$ cat config.mk
export PLATFORM = sky130hd
export DESIGN_NAME = sdlcfs_top
export DESIGN_NICKNAME = d
export VERILOG_FILES = /design/src/sdlcfs_top.v /design/src/sdlcfs_chanmap.v
export VERILOG_INCLUDE_DIRS = /design/src
export SDC_FILE = /design/constraint.sdc
export NUM_CORES = 2
export LEC_CHECK = 0
export BUFFER_PORTS_ARGS = -buffer_cell sky130_fd_sc_hd__buf_2
export CORE_ASPECT_RATIO = 1.75
export CORE_MARGIN = 3
export CORE_UTILIZATION = 25
export CTS_CLUSTER_SIZE = 20
export DETAILED_ROUTE_END_ITERATION = 7
export PLACE_DENSITY = 0.4
export SETUP_SLACK_MARGIN = 0.02
export SLEW_MARGIN = 5
export SYNTH_ARGS = -nofsm -noshare
export SYNTH_HDL_FRONTEND = slang
export SYNTH_HIERARCHICAL = 1
export SYNTH_SLANG_ARGS = --single-unit
$ cat constraint.sdc
create_clock -name aclk -period 6.05 [get_ports aclk]
set_input_delay 0.3025 -clock aclk [delete_from_list [all_inputs] [get_ports aclk]]
set_output_delay 0.3025 -clock aclk [all_outputs]
set_load 0.05 [all_outputs]
$ cat src/sdlcfs_regs.vh
/*
 Register map, field positions, reset values and timing constants
 of the serial-bus fault supervisor.
 Assumes inclusion by bare name from the design files.
*/
// Notes on behaviour
// Retry countdown of 0 to 255 minutes starts on a critical bus fault.
// Retry time zero: any critical fault latches until power cycle or clear.
// Nonzero retry: fault mode lasts only until valid communication returns.
// Timer runs on after recovery; third fault before expiry latches.
// Latched fault never self-recovers; only reset or operator clear.
// Software should leave retry time at zero to trap first error.
// Serial interface unit faults use the same retry behaviour.
// Detector fault setting on: detector faults give events; off: none.
// On-with-reset: watchdog fault gives reset pulse, at most one per 20 s.
// Slow message suppress on blocks slow messages; off permits; off default.
// Frame zero enable on: device sends monitor frame zero itself.
// Frame zero carries channel states after monitor-to-output remapping.
// Time of day enabled: sent once every second; disabled: never.
// Permissive table differs from monitor setup: permissive fault, flash.
// Permissive table is triangular over channels 1-16, one bit per pair.
// Compatible pairs may show active indications together without conflict.
// Map each of 16 monitor channels to one of 24 outputs; 0 is one-to-one.
// Frame error count and status per enabled device; counts clearable.
// Enabled units are polled at 153.6 Kbps at once while run-timer is on.
// Timer expiry with no fault active clears the recoverable fault count.
`ifndef SDLCFS_REGS_VH
`define SDLCFS_REGS_VH

// Byte offsets and 16-byte page numbers
`define SFS_CTRL 8'h00
`define SFS_CMD 8'h04
`define SFS_STAT 8'h08
`define SFS_DEVEN 8'h0c
`define SFS_PERM_PAGE 4'h1
`define SFS_MAP_PAGE 4'h2
`define SFS_DEVOK 8'h30
`define SFS_ERR0 8'h40

// Control fields
`define SFS_RETRY_LSB 0
`define SFS_DETM_LSB 8
`define SFS_SLOW_BIT 10
`define SFS_MSG0_BIT 11
`define SFS_TOD_BIT 12
`define SFS_RUN_BIT 13
`define SFS_CTRL_RST 32'h0000_0100
`define SFS_CTRL_MASK 32'h0000_3fff

// Command bits
`define SFS_CLR_FAULT_BIT 0
`define SFS_CLR_ERR_BIT 1

// Detector fault modes
`define SFS_DET_OFF 2'h0
`define SFS_DET_ON 2'h1
`define SFS_DET_ONRST 2'h2

// Timing and recovery limit
`define SFS_CLK_HZ 20000000
`define SFS_SEC_PER_MIN 6'd59
`define SFS_DET_RST_GAP_S 5'd20
`define SFS_MAX_RECOVER 2'd2
`define SFS_BUS_BPS 153600

`define SFS_RESP_OKAY 2'b00
`define SFS_RESP_SLVERR 2'b10

`endif

$ cat src/sdlcfs_top.v
/*
 Serial-bus fault supervisor: retry/latch of critical faults,
 detector fault filtering, message enables, permissive check,
 channel map and per-device frame error counts, over AXI4-Lite.
 Assumes all inputs synchronous to aclk; link framing is elsewhere.
*/
`timescale 1ns/1ns
`include "sdlcfs_regs.vh"
module sdlcfs_top #(
  parameter N_DEV = 17,
  parameter N_DET = 8,
  parameter ERR_W = 16,
  parameter CLK_HZ = `SFS_CLK_HZ
) (
  // Clock and reset
  input wire aclk,
  input wire aresetn,
  // AXI4-Lite write
  input wire [7:0] awaddr,
  input wire awvalid,
  output wire awready,
  input wire [31:0] wdata,
  input wire [3:0] wstrb,
  input wire wvalid,
  output wire wready,
  output wire [1:0] bresp,
  output wire bvalid,
  input wire bready,
  // AXI4-Lite read
  input wire [7:0] araddr,
  input wire arvalid,
  output wire arready,
  output wire [31:0] rdata,
  output wire [1:0] rresp,
  output wire rvalid,
  input wire rready,
  // Bus device health
  input wire [N_DEV-1:0] dev_comm_ok,
  input wire [N_DEV-1:0] dev_frame_err,
  input wire serial_interface_unit_fault,
  output wire [N_DEV-1:0] dev_poll_enable,
  // Detector units
  input wire [N_DET-1:0] det_fault_report,
  input wire [N_DET-1:0] det_watchdog_fault,
  output wire [N_DET-1:0] det_event,
  output wire [N_DET-1:0] det_reset,
  // Message scheduling
  input wire slow_msg_request,
  output wire slow_msg_send,
  input wire frame0_slot,
  input wire [23:0] out_chan_state,
  output wire frame0_send,
  output wire [15:0] frame0_chan,
  output wire tod_send,
  // Monitor unit
  input wire mmu_present,
  input wire [119:0] mmu_perm_cfg,
  // Fault outputs
  output wire critical_fault,
  output wire flash,
  output wire chan_conflict
);

localparam [3:0] ST_IDLE = 4'b0001;
localparam [3:0] ST_FAULT = 4'b0010;
localparam [3:0] ST_WIN = 4'b0100;
localparam [3:0] ST_LATCH = 4'b1000;
localparam [31:0] TICK_MAX = CLK_HZ - 1;

////////////////////////////////////////////////////////////////////
// Register bus

reg [31:0] ctrl_q;
reg [N_DEV-1:0] deven_q;
reg [127:0] perm_q;
reg [127:0] map_q;
reg bvalid_q;
reg [1:0] bresp_q;
reg rvalid_q;
reg [1:0] rresp_q;
reg [31:0] rdata_q;
reg [31:0] rd_d;
reg rd_ok;
reg clr_fault_q;
reg clr_err_q;
wire wen = awvalid & wvalid & ~bvalid_q;
wire ren = arvalid & ~rvalid_q;
wire w_cmd = wen && awaddr == `SFS_CMD && wstrb[0];
wire w_map = awaddr[7:4] == `SFS_MAP_PAGE;
wire w_perm = awaddr[7:4] == `SFS_PERM_PAGE;
wire w_known = awaddr == `SFS_CTRL || awaddr == `SFS_CMD ||
  awaddr == `SFS_DEVEN || w_map || w_perm;

assign awready = wen;
assign wready = wen;
assign bvalid = bvalid_q;
assign bresp = bresp_q;
assign arready = ~rvalid_q;
assign rvalid = rvalid_q;
assign rresp = rresp_q;
assign rdata = rdata_q;

function [31:0] wmerge;
  input [31:0] old;
  input [31:0] dat;
  input [3:0] strb;
  integer k;
  begin
    wmerge = old;
    for (k = 0; k < 4; k = k + 1)
      if (strb[k])
        wmerge[8*k +: 8] = dat[8*k +: 8];
  end
endfunction

wire [31:0] deven_wr = wmerge({{(32-N_DEV){1'b0}}, deven_q}, wdata, wstrb);

always @(posedge aclk)
begin
  if (!aresetn)
  begin
    ctrl_q <= `SFS_CTRL_RST;
    deven_q <= {N_DEV{1'b0}};
    perm_q <= 128'h0;
    map_q <= 128'h0;
    bvalid_q <= 1'b0;
    bresp_q <= `SFS_RESP_OKAY;
    clr_fault_q <= 1'b0;
    clr_err_q <= 1'b0;
  end
  else
  begin
    clr_fault_q <= w_cmd & wdata[`SFS_CLR_FAULT_BIT];
    clr_err_q <= w_cmd & wdata[`SFS_CLR_ERR_BIT];
    if (bvalid_q && bready)
      bvalid_q <= 1'b0;
    if (wen)
    begin
      bvalid_q <= 1'b1;
      bresp_q <= w_known ? `SFS_RESP_OKAY : `SFS_RESP_SLVERR;
      if (awaddr == `SFS_CTRL)
        ctrl_q <= wmerge(ctrl_q, wdata, wstrb) & `SFS_CTRL_MASK;
      if (awaddr == `SFS_DEVEN)
        deven_q <= deven_wr[N_DEV-1:0];
      if (w_perm)
        perm_q[{awaddr[3:2], 5'h00} +: 32] <=
          wmerge(perm_q[{awaddr[3:2], 5'h00} +: 32], wdata, wstrb);
      if (w_map)
        map_q[{awaddr[3:2], 5'h00} +: 32] <=
          wmerge(map_q[{awaddr[3:2], 5'h00} +: 32], wdata, wstrb);
    end
  end
end

////////////////////////////////////////////////////////////////////
// Settings and one-second tick

wire [7:0] retry_min = ctrl_q[`SFS_RETRY_LSB +: 8];
wire [1:0] det_mode = ctrl_q[`SFS_DETM_LSB +: 2];
wire run_on = ctrl_q[`SFS_RUN_BIT];
reg [31:0] tick_cnt_q;
wire tick = tick_cnt_q == TICK_MAX;

always @(posedge aclk)
begin
  if (!aresetn)
    tick_cnt_q <= 32'h0;
  else if (tick)
    tick_cnt_q <= 32'h0;
  else
    tick_cnt_q <= tick_cnt_q + 32'h1;
end

// Polling cadence at the bus rate is owned by the framer
assign dev_poll_enable = deven_q & {N_DEV{run_on}};
assign slow_msg_send = slow_msg_request & ~ctrl_q[`SFS_SLOW_BIT];

////////////////////////////////////////////////////////////////////
// Critical fault retry

reg [3:0] st_q;
reg [1:0] rec_cnt_q;
reg [7:0] min_q;
reg [5:0] sec_q;
wire comm_fault = (|(deven_q & ~dev_comm_ok) |
  serial_interface_unit_fault) & run_on;
wire expired = min_q == 8'h00 && sec_q == 6'h00;

always @(posedge aclk)
begin
  if (!aresetn)
  begin
    st_q <= ST_IDLE;
    rec_cnt_q <= 2'h0;
    min_q <= 8'h00;
    sec_q <= 6'h00;
  end
  else
  begin
    if (tick && !expired)
    begin
      if (sec_q == 6'h00)
      begin
        min_q <= min_q - 8'h01;
        sec_q <= `SFS_SEC_PER_MIN;
      end
      else
        sec_q <= sec_q - 6'h01;
    end
    case (st_q)
      ST_IDLE:
        if (comm_fault)
        begin
          min_q <= retry_min;
          sec_q <= 6'h00;
          rec_cnt_q <= 2'h1;
          st_q <= (retry_min == 8'h00) ? ST_LATCH : ST_FAULT;
        end
      ST_FAULT:
        if (expired)
          st_q <= ST_LATCH;
        else if (!comm_fault)
          st_q <= ST_WIN;
      ST_WIN:
        if (comm_fault)
        begin
          if (rec_cnt_q == `SFS_MAX_RECOVER)
            st_q <= ST_LATCH;
          else
          begin
            rec_cnt_q <= rec_cnt_q + 2'h1;
            st_q <= ST_FAULT;
          end
        end
        else if (expired)
        begin
          rec_cnt_q <= 2'h0;
          st_q <= ST_IDLE;
        end
      ST_LATCH:
        if (clr_fault_q)
        begin
          rec_cnt_q <= 2'h0;
          st_q <= ST_IDLE;
        end
      default:
        st_q <= ST_IDLE;
    endcase
  end
end

////////////////////////////////////////////////////////////////////
// Permissive check and channel map

reg perm_fault_q;
reg frame0_send_q;
reg [15:0] frame0_chan_q;
reg tod_send_q;
wire [15:0] mmu_state;

sdlcfs_chanmap i_sdlcfs_chanmap (
  .out_state(out_chan_state),
  .map(map_q),
  .perm(perm_q[119:0]),
  .mmu_state(mmu_state),
  .conflict(chan_conflict)
);

always @(posedge aclk)
begin
  if (!aresetn)
  begin
    perm_fault_q <= 1'b0;
    frame0_send_q <= 1'b0;
    frame0_chan_q <= 16'h0000;
    tod_send_q <= 1'b0;
  end
  else
  begin
    // Mismatch set wins over a clear in the same cycle
    if (mmu_present && mmu_perm_cfg != perm_q[119:0])
      perm_fault_q <= 1'b1;
    else if (clr_fault_q)
      perm_fault_q <= 1'b0;
    frame0_send_q <= frame0_slot & ctrl_q[`SFS_MSG0_BIT];
    if (frame0_slot && ctrl_q[`SFS_MSG0_BIT])
      frame0_chan_q <= mmu_state;
    tod_send_q <= tick & ctrl_q[`SFS_TOD_BIT];
  end
end

assign frame0_send = frame0_send_q;
assign frame0_chan = frame0_chan_q;
assign tod_send = tod_send_q;
assign critical_fault = st_q == ST_LATCH;
assign flash = (st_q == ST_LATCH) | (st_q == ST_FAULT) | perm_fault_q;

////////////////////////////////////////////////////////////////////
// Detector events and resets, error counts

wire [ERR_W*N_DEV-1:0] err_flat;

genvar g;
generate
  for (g = 0; g < N_DET; g = g + 1)
  begin : g_det
    reg ev_q;
    reg rst_q;
    reg [4:0] hold_q;
    wire fire = det_mode == `SFS_DET_ONRST && det_watchdog_fault[g] &&
      hold_q == 5'h00;
    always @(posedge aclk)
    begin
      if (!aresetn)
      begin
        ev_q <= 1'b0;
        rst_q <= 1'b0;
        hold_q <= 5'h00;
      end
      else
      begin
        ev_q <= det_fault_report[g] && det_mode != `SFS_DET_OFF;
        rst_q <= fire;
        // One tick spare, as the first decrement may fall at once
        if (fire)
          hold_q <= `SFS_DET_RST_GAP_S + 5'd1;
        else if (tick && hold_q != 5'h00)
          hold_q <= hold_q - 5'h01;
      end
    end
    assign det_event[g] = ev_q;
    assign det_reset[g] = rst_q;
  end
  for (g = 0; g < N_DEV; g = g + 1)
  begin : g_err
    reg [ERR_W-1:0] cnt_q;
    wire hit = dev_frame_err[g] & deven_q[g];
    always @(posedge aclk)
    begin
      if (!aresetn)
        cnt_q <= {ERR_W{1'b0}};
      else if (clr_err_q)
        cnt_q <= {{(ERR_W-1){1'b0}}, hit};
      else if (hit && cnt_q != {ERR_W{1'b1}})
        cnt_q <= cnt_q + {{(ERR_W-1){1'b0}}, 1'b1};
    end
    assign err_flat[ERR_W*g +: ERR_W] = cnt_q;
  end
endgenerate

////////////////////////////////////////////////////////////////////
// Read path

wire [7:0] err_off = araddr - `SFS_ERR0;
wire [5:0] err_idx = err_off[7:2];

always @*
begin
  rd_d = 32'h0;
  rd_ok = 1'b1;
  case (araddr)
    `SFS_CTRL: rd_d = ctrl_q;
    `SFS_CMD: rd_d = 32'h0;
    `SFS_STAT: rd_d = {2'h0, sec_q, min_q, 6'h00, st_q, rec_cnt_q,
      flash, perm_fault_q, critical_fault, comm_fault};
    `SFS_DEVEN: rd_d[N_DEV-1:0] = deven_q;
    `SFS_DEVOK: rd_d[N_DEV-1:0] = dev_comm_ok & deven_q;
    default:
      if (araddr[7:4] == `SFS_PERM_PAGE)
        rd_d = perm_q[{araddr[3:2], 5'h00} +: 32];
      else if (araddr[7:4] == `SFS_MAP_PAGE)
        rd_d = map_q[{araddr[3:2], 5'h00} +: 32];
      else if (araddr >= `SFS_ERR0 && err_idx < N_DEV && araddr[1:0] == 2'h0)
        rd_d[ERR_W-1:0] = err_flat[ERR_W*err_idx +: ERR_W];
      else
        rd_ok = 1'b0;
  endcase
end

always @(posedge aclk)
begin
  if (!aresetn)
  begin
    rvalid_q <= 1'b0;
    rresp_q <= `SFS_RESP_OKAY;
    rdata_q <= 32'h0;
  end
  else if (ren)
  begin
    rvalid_q <= 1'b1;
    rresp_q <= rd_ok ? `SFS_RESP_OKAY : `SFS_RESP_SLVERR;
    rdata_q <= rd_d;
  end
  else if (rready)
    rvalid_q <= 1'b0;
end

endmodule // sdlcfs_top

$ cat src/sdlcfs_chanmap.v
/*
 Monitor-to-output channel remap and permissive conflict check.
 Assumes out_state holds one active-indication bit per cabinet output.
*/
`timescale 1ns/1ns
module sdlcfs_chanmap (
  // Cabinet output indications
  input wire [23:0] out_state,
  // Map entries, 8 bits each, low 5 used
  input wire [127:0] map,
  // Triangular compatibility table
  input wire [119:0] perm,
  // Results
  output wire [15:0] mmu_state,
  output wire conflict
);

wire [119:0] clash;

genvar i, j;
generate
  for (i = 0; i < 16; i = i + 1)
  begin : g_ch
    wire [4:0] ent = map[8*i +: 5];
    wire [4:0] sel = ent - 5'h01;
    // Out-of-range entries fall back to one-to-one
    assign mmu_state[i] = (ent == 5'h00 || ent > 5'd24) ?
      out_state[i] : out_state[sel];
    for (j = i + 1; j < 16; j = j + 1)
    begin : g_pair
      localparam integer IDX = i * 15 - (i * (i - 1)) / 2 + (j - i - 1);
      assign clash[IDX] = mmu_state[i] & mmu_state[j] & ~perm[IDX];
    end
  end
endgenerate

assign conflict = |clash;

endmodule // sdlcfs_chanmap

# [After elaboration in Yosys (flattened, before gate mapping)]
# Cells that the tools add are included.
[word_totals] ff_bits=726 in_bits=257 output_inout_bits=96 wordCells=958
[op_classes] addsub=47 order_cmp=34 eq_ne=40 shift=8 n_mux=173 n_bitwise=397 n_reduce_logical=170
[op_table] operator="indexed part select 128 x 8 -> 32 bit" count=4
[op_table] operator="2-to-1 mux 8 bit" count=36
[op_table] operator="adder 16 x 1 -> 16 bit (second input constant)" count=17
[op_table] operator="inequality test 16 bit (second input constant)" count=17
[op_table] operator="indexed part select 272 x 11 -> 16 bit" count=1
[op_table] operator="AND 1 bit" count=266
[op_table] operator="bitwise mux 128 bit" count=2
[op_table] operator="indexed part select 32 x 9 -> 128 bit" count=2
[op_table] operator="variable shift 32 x 9 -> 128 bit (first input constant)" count=1
[op_table] operator="inverter 1 bit" count=124
[op_table] operator="logical NOT 5 bit" count=24
[op_table] operator="inequality test 120 bit" count=1
[op_table] operator="OR reduction 120 bit" count=1
[op_table] operator="subtractor 5 x 1 -> 5 bit (second input constant)" count=24
[op_table] operator="< comparator 5 x 6 -> 1 bit (second input constant)" count=16
[op_table] operator="one-hot mux 17 bit (5 select lines)" count=1
[op_table] operator="binary-select mux 1 bit (select 5 bit)" count=16
[op_table] operator="greater-than comparator 5 bit (second input constant)" count=16
[op_table] operator="2-to-1 mux 5 bit" count=16
[op_table] operator="2-to-1 mux 1 bit" count=76
[op_table] operator="logical AND 1 bit" count=58
[op_table] operator="nonzero test 2 bit" count=29
[op_table] operator="AND 17 bit" count=3
[op_table] operator="2-to-1 mux 16 bit" count=3
[op_table] operator="other kinds (44)" count=115

# [Longest topological paths before layout]
[logic_depth] depth_word=9 ltp_mapped=15 mapped_depth_nobuf=13

# [By module]
# Netlist, hierarchy kept.
[by_module_without_submodules] mod="sdlcfs_top" instances=1 cells_each=4156 area_per_inst_um2=38142.8 seq_area_each_um2=14493.9
[by_module_without_submodules] mod="sdlcfs_chanmap" instances=1 cells_each=836 area_per_inst_um2=6790.3 seq_area_each_um2=0.0

# [Worst setup path after synthesis]
# Ideal clock, no wire load.
[synth_path] path_kind="register to output" from="register map_q[104]" to="output chan_conflict" t_arrival_ps=3961 required_time_ps=5747 path_slack_ps=1787 stages_incl_launch_ff=15 path_buffers=3 path_cell_list="dfxtp_1 clkbuf_1 inv_1 ha_1 clkbuf_1 mux2_2 o311a_1 a311oi_1 and2_1 clkbuf_1 o221ai_1 o41ai_1 o221ai_1 nor4_1 nand2_1"
[synth_via] elab_chain_cells=7 word_cells_on_any_way=38 classes_between="add/sub: 1; order compare: 1; mux: 3; bitwise: 30; reduce/logical: 3"
[synth_rtl] element="start: declaration" line_no="sdlcfs_top.v:76" rtl="reg [127:0] map_q;"
[synth_rtl] element="start signal: indexed assignment" line_no="sdlcfs_top.v:149" rtl="map_q[{awaddr[3:2], 5'h00} +: 32] <="
[synth_rtl] element="subtractor 5 x 1 -> 5 bit" line_no="sdlcfs_chanmap.v:25" rtl="wire [4:0] sel = ent - 5'h01;"
[synth_rtl] element="binary-select mux 1 bit (select 5 bit)" line_no="sdlcfs_chanmap.v:28" rtl="out_state[i] : out_state[sel];"
[synth_rtl] element="2-to-1 mux 1 bit (not written as such)" line_no="sdlcfs_chanmap.v:28"
[synth_rtl] element="2-to-1 mux 1 bit *" line_no="sdlcfs_chanmap.v:27" rtl="assign mmu_state[i] = (ent == 5'h00 || ent > 5'd24) ?"
[synth_rtl] element="AND 1 bit (2 in series)" line_no="sdlcfs_chanmap.v:32" rtl="assign clash[IDX] = mmu_state[i] & mmu_state[j] & ~perm[IDX];"
[synth_rtl] element="OR reduction 120 bit *" line_no="sdlcfs_chanmap.v:37" rtl="assign conflict = |clash;"
[synth_rtl] element="end: declaration" line_no="sdlcfs_top.v:61" rtl="output wire chan_conflict"
# Mark *: on every way between the ends. The rest lies on a longest branch, timed or not. The select of a mux whose other input is x is not followed.

# [Final worst setup path]
[layout_path] from="register map_q[56]" to="output chan_conflict"
# Same word-level chain as after synthesis.

==> results by group <==
Placed design
  – Pre-CTS setup slack: approximately 0.90 ns
  – Hpwl dp: roughly 160000 um
  – RePlAce Congestion: around 0.94
  – IO buf count: between 300 and 400

Worst setup path
  – Critical path's top delay family: compound AO/OA/AOI/OAI gates
  – CP Capture Type: primary output
  – Setup crit start kind: flip-flop
  – Crit-path cells: inv_1 -> ha_1 -> xor2_1 -> mux4_1 -> mux2_2 -> a311oi_2 -> a21oi_1 -> o41ai_1 -> o2111ai_1 -> nand4b_1 -> nor4_1 -> nand2_1 -> buf_2
  – WS Path Type: flip-flop to primary output
  – Worst stage delay on the critical path: approximately 0.65 ns
  – Worst path bufs/invs: 2
  – Critical path data required time: 5.75 ns
  – Largest fanout on the critical path: 7
  – Arr. time, crit path: between 5 and 6 ns
  – Slowest CP cell: o41ai_1

Floorplanning
  – Core area: roughly 180000 um2
  – Initial cell density of the core: 0.252
  – Die X: approximately 330 um
  – Rows: 205
  – Boundary pin count: around 350
  – Die Span Y: roughly 570 um
  – Die ar.: between 150000 and 200000 um2

STA
  – Worst Max-Slew Pin Slew: 1.16 ns
  – Fin worst setup slack: between 0.2 and 0.25 ns
  – Final Cycle Share: 0.959
  – Min cycle time layout: approximately 5.8 ns
  – Hold Vio Cnt, Final: 0
  – Skew final: between 0.02 and 0.03 ns
  – Max Fclk: between 150 and 200 MHz
  – Final setup viols: 0
  – WHS: roughly 0.083 ns
  – Relative slew slack: 0.222
  – Setup Total Neg Slack: 0 ns
  – Final Slew Violations: 0
  – Unrepaired setup endpoints after global routing: false

Cells and area
  – Area growth from synthesis to layout: 15.7%
  – Commonest non-fill, non-tap cell in the layout: nor2_1
  – Fillers: 19139
  – Nets: approximately 5500
  – Most frequent cells in the layout: nor2_1, dfxtp_1, buf_2, nand2_1, xor2_1
  – Share of cells above drive strength 1: 0.178

Global routing
  – Initial antenna violation count: 11
  – GRT overflow: 0
  – Vias in the first global route: 40930
  – First-pass GRT wire length: between 300000 and 400000 um
  – Overall routing resource usage: 0.224
  – Largest net degree at the start of global routing: roughly 160

Clock network
  – CTS Buf Count: 82
  – CTS root buf: clkbuf_16
  – Worst-path clk slew: around 0.080 ns
  – H-tree Lvls: 3
  – TritonCTS clock tree: yes
  – Clock Sinks: 724
  – Later-pin clock latency in the skew report: around 0.68 ns
  – Post-CTS setup buffers: 0
  – Clock buffer depth: 3

Synth
  – Dominant synthesized flop cell: dfxtp_1
  – EDFF count, synth: 0
  – YS warnings: 6
  – Post-synthesis cell type count: between 100 and 150
  – Area share of the largest cell type after synthesis: 0.323
  – Top post-synthesis cells by area: dfxtp_1, mux4_2, nor2_1, xor2_1, mux2i_1
  – #FFs+latches synth: about 720
  – Synth async-reset ratio: 0
  – Register area share after synthesis: 0.323
  – Post-Syn Area: approximately 45000 um2
  – Syn_area_per_cell: 9.00 um2
  – Gate count of the mapped netlist: approximately 5000
  – Area leader, netlist: dfxtp_1

Routing
  – Routed WL per cell: between 20 and 30 um
  – Via Count: about 41000
  – Vias per inst: roughly 5.4
  – Drt initial violations: 3172
  – DRT Pass-1 Iters: 6
  – DR DRC count: 0
  – Post-DRT Antenna Nets: 0
  – WL final: 214000 um

Power
  – Pwr/cell area: 218 nW/um2
  – Leak: 19.0 nW
  – Peak supply drop: approximately 0.18 mV

Job
  – Total of max-cap violations: 0

Worst hold path
  – Worst Hold Class: input pin to flip-flop

Status
  – Status: complete, no violations
==> per-stage QoR <==
stage,power [mW],instances,util,cell area [um2]
2_1_floorplan,5.46,4993,-,44900
3_3_place_gp,5.93,7435,0.273,48800
3_5_place_dp,5.93,7435,0.273,48800
4_1_cts,11.5,7616,0.291,52000
5_1_grt,11.7,7617,0.291,52000
6_report,11.3,7618,0.291,52000
==> cell type report <==
| cell class | instances | area, um2 | share of cell area |
|---|---|---|---|
| inverters | 141 | 537 | 0.0103 |
| repair buffers | 438 | 2570 | 0.0495 |
| diodes | 2 | 5.00 | 0.0000963 |
| well taps | 2380 | 2980 | 0.0573 |
| clock inverters | 35 | 472 | 0.00907 |
| flip-flops and latches | 724 | 14500 | 0.279 |
| clock buffers | 116 | 2410 | 0.0464 |
| multi-input cells | 3782 | 28500 | 0.549 |
==> what timing repair did <==
item	in CTS	in global routing
resized for setup	0	1
endpoints found under the setup margin	0	1
hold endpoints to repair	40	0
hold buffers	30	0
==> synth_stat cells (39+ instances only) <==
| cell type | count |
|---|---|
| nor2_1 | 733 |
| dfxtp_1 | 724 |
| nand2_1 | 324 |
| xor2_1 | 304 |
| mux4_2 | 276 |
| clkbuf_1 | 251 |
| a21oi_1 | 218 |
| mux2i_1 | 175 |
| nand3_1 | 156 |
| o21ai_0 | 150 |
| inv_1 | 140 |
| a2bb2oi_1 | 129 |
| and2_1 | 123 |
| xnor2_1 | 106 |
| nand4_1 | 100 |
| nor3_1 | 97 |
| and3_1 | 85 |
| ha_1 | 56 |
| buf_2 | 53 |
| nor4_1 | 52 |
| a22oi_1 | 46 |
| nand2b_1 | 39 |
==> worst paths after layout <==
path,slack [ns],end,depth (start not counted),start
setup / recovery,0.25,chan_conflict,13,map_q[56]$_SDFFE_PN0P_
hold / removal,0.08,g_err[10].cnt_q[0]$_SDFFE_PN0P_,4,dev_frame_err[10]
setup reg to reg,1.90,frame0_chan[10]$_SDFFE_PN0P_,11,map_q[80]$_SDFFE_PN0P_
hold reg to reg,0.46,frame0_chan[2]$_SDFFE_PN0P_,2,frame0_chan[2]$_SDFFE_PN0P_
==> state kept, by name, summed over array words and instances (netlist names), 2 cells and up <==
name / flops
sec_q: 6
g_det.ev_q: 8
rdata: 32
g_err.cnt_q: 272
tick_cnt_q: 32
st_q: 4
map_q: 128
ctrl_q: 14
min_q: 8
rec_cnt_q: 2
g_det.rst_q: 8
g_det.hold_q: 40
perm_q: 128
deven_q: 17
frame0_chan: 16
==> cell families (layout without fill, tap and decap cells) <==
kind of cell | after synthesis | count (layout) | synth area share
other | 1 | 4 | 0.0000835
buffers and inverters | 487 | 730 | 0.0449
AO/OA/AOI/OAI | 898 | 898 | 0.136
XOR/XNOR | 410 | 410 | 0.0799
multiplexers | 483 | 483 | 0.187
flip-flops | 724 | 724 | 0.323
AND/OR/NAND/NOR | 1933 | 1933 | 0.215
adder cells (fa/ha/maj) | 56 | 56 | 0.0156
==> worst reg2reg max path, delay by kind of cell (launching register included) <==
family / cells / cell delay, ns
AO/OA/AOI/OAI: 4 / 1.31
flip-flops: 1 / 0.77
adder cells (fa/ha/maj): 1 / 0.55
buffers and inverters: 3 / 0.53
AND/OR/NAND/NOR: 2 / 0.43
multiplexers: 1 / 0.41
==> layer usage <==
layer | share of wire | vias up | GRT usage
met5 | 0 | - | 0
met4 | 0.063 | 0 | 0.124
met3 | 0.050 | 374 | 0.0299
met2 | 0.51 | 1421 | 0.407
met1 | 0.38 | 20558 | 0.251
li1 | - | 18595 | -
==> power breakdown <==
group | leakage (nW) | switching (mW) | internal [mW]
clock network | 1.41 | 2.31 | 3.18
registers | 5.84 | 0.0238 | 4.79
logic | 11.7 | 0.701 | 0.326
total | 19.0 | 3.04 | 8.29
(Power assumes the default switching activity.)
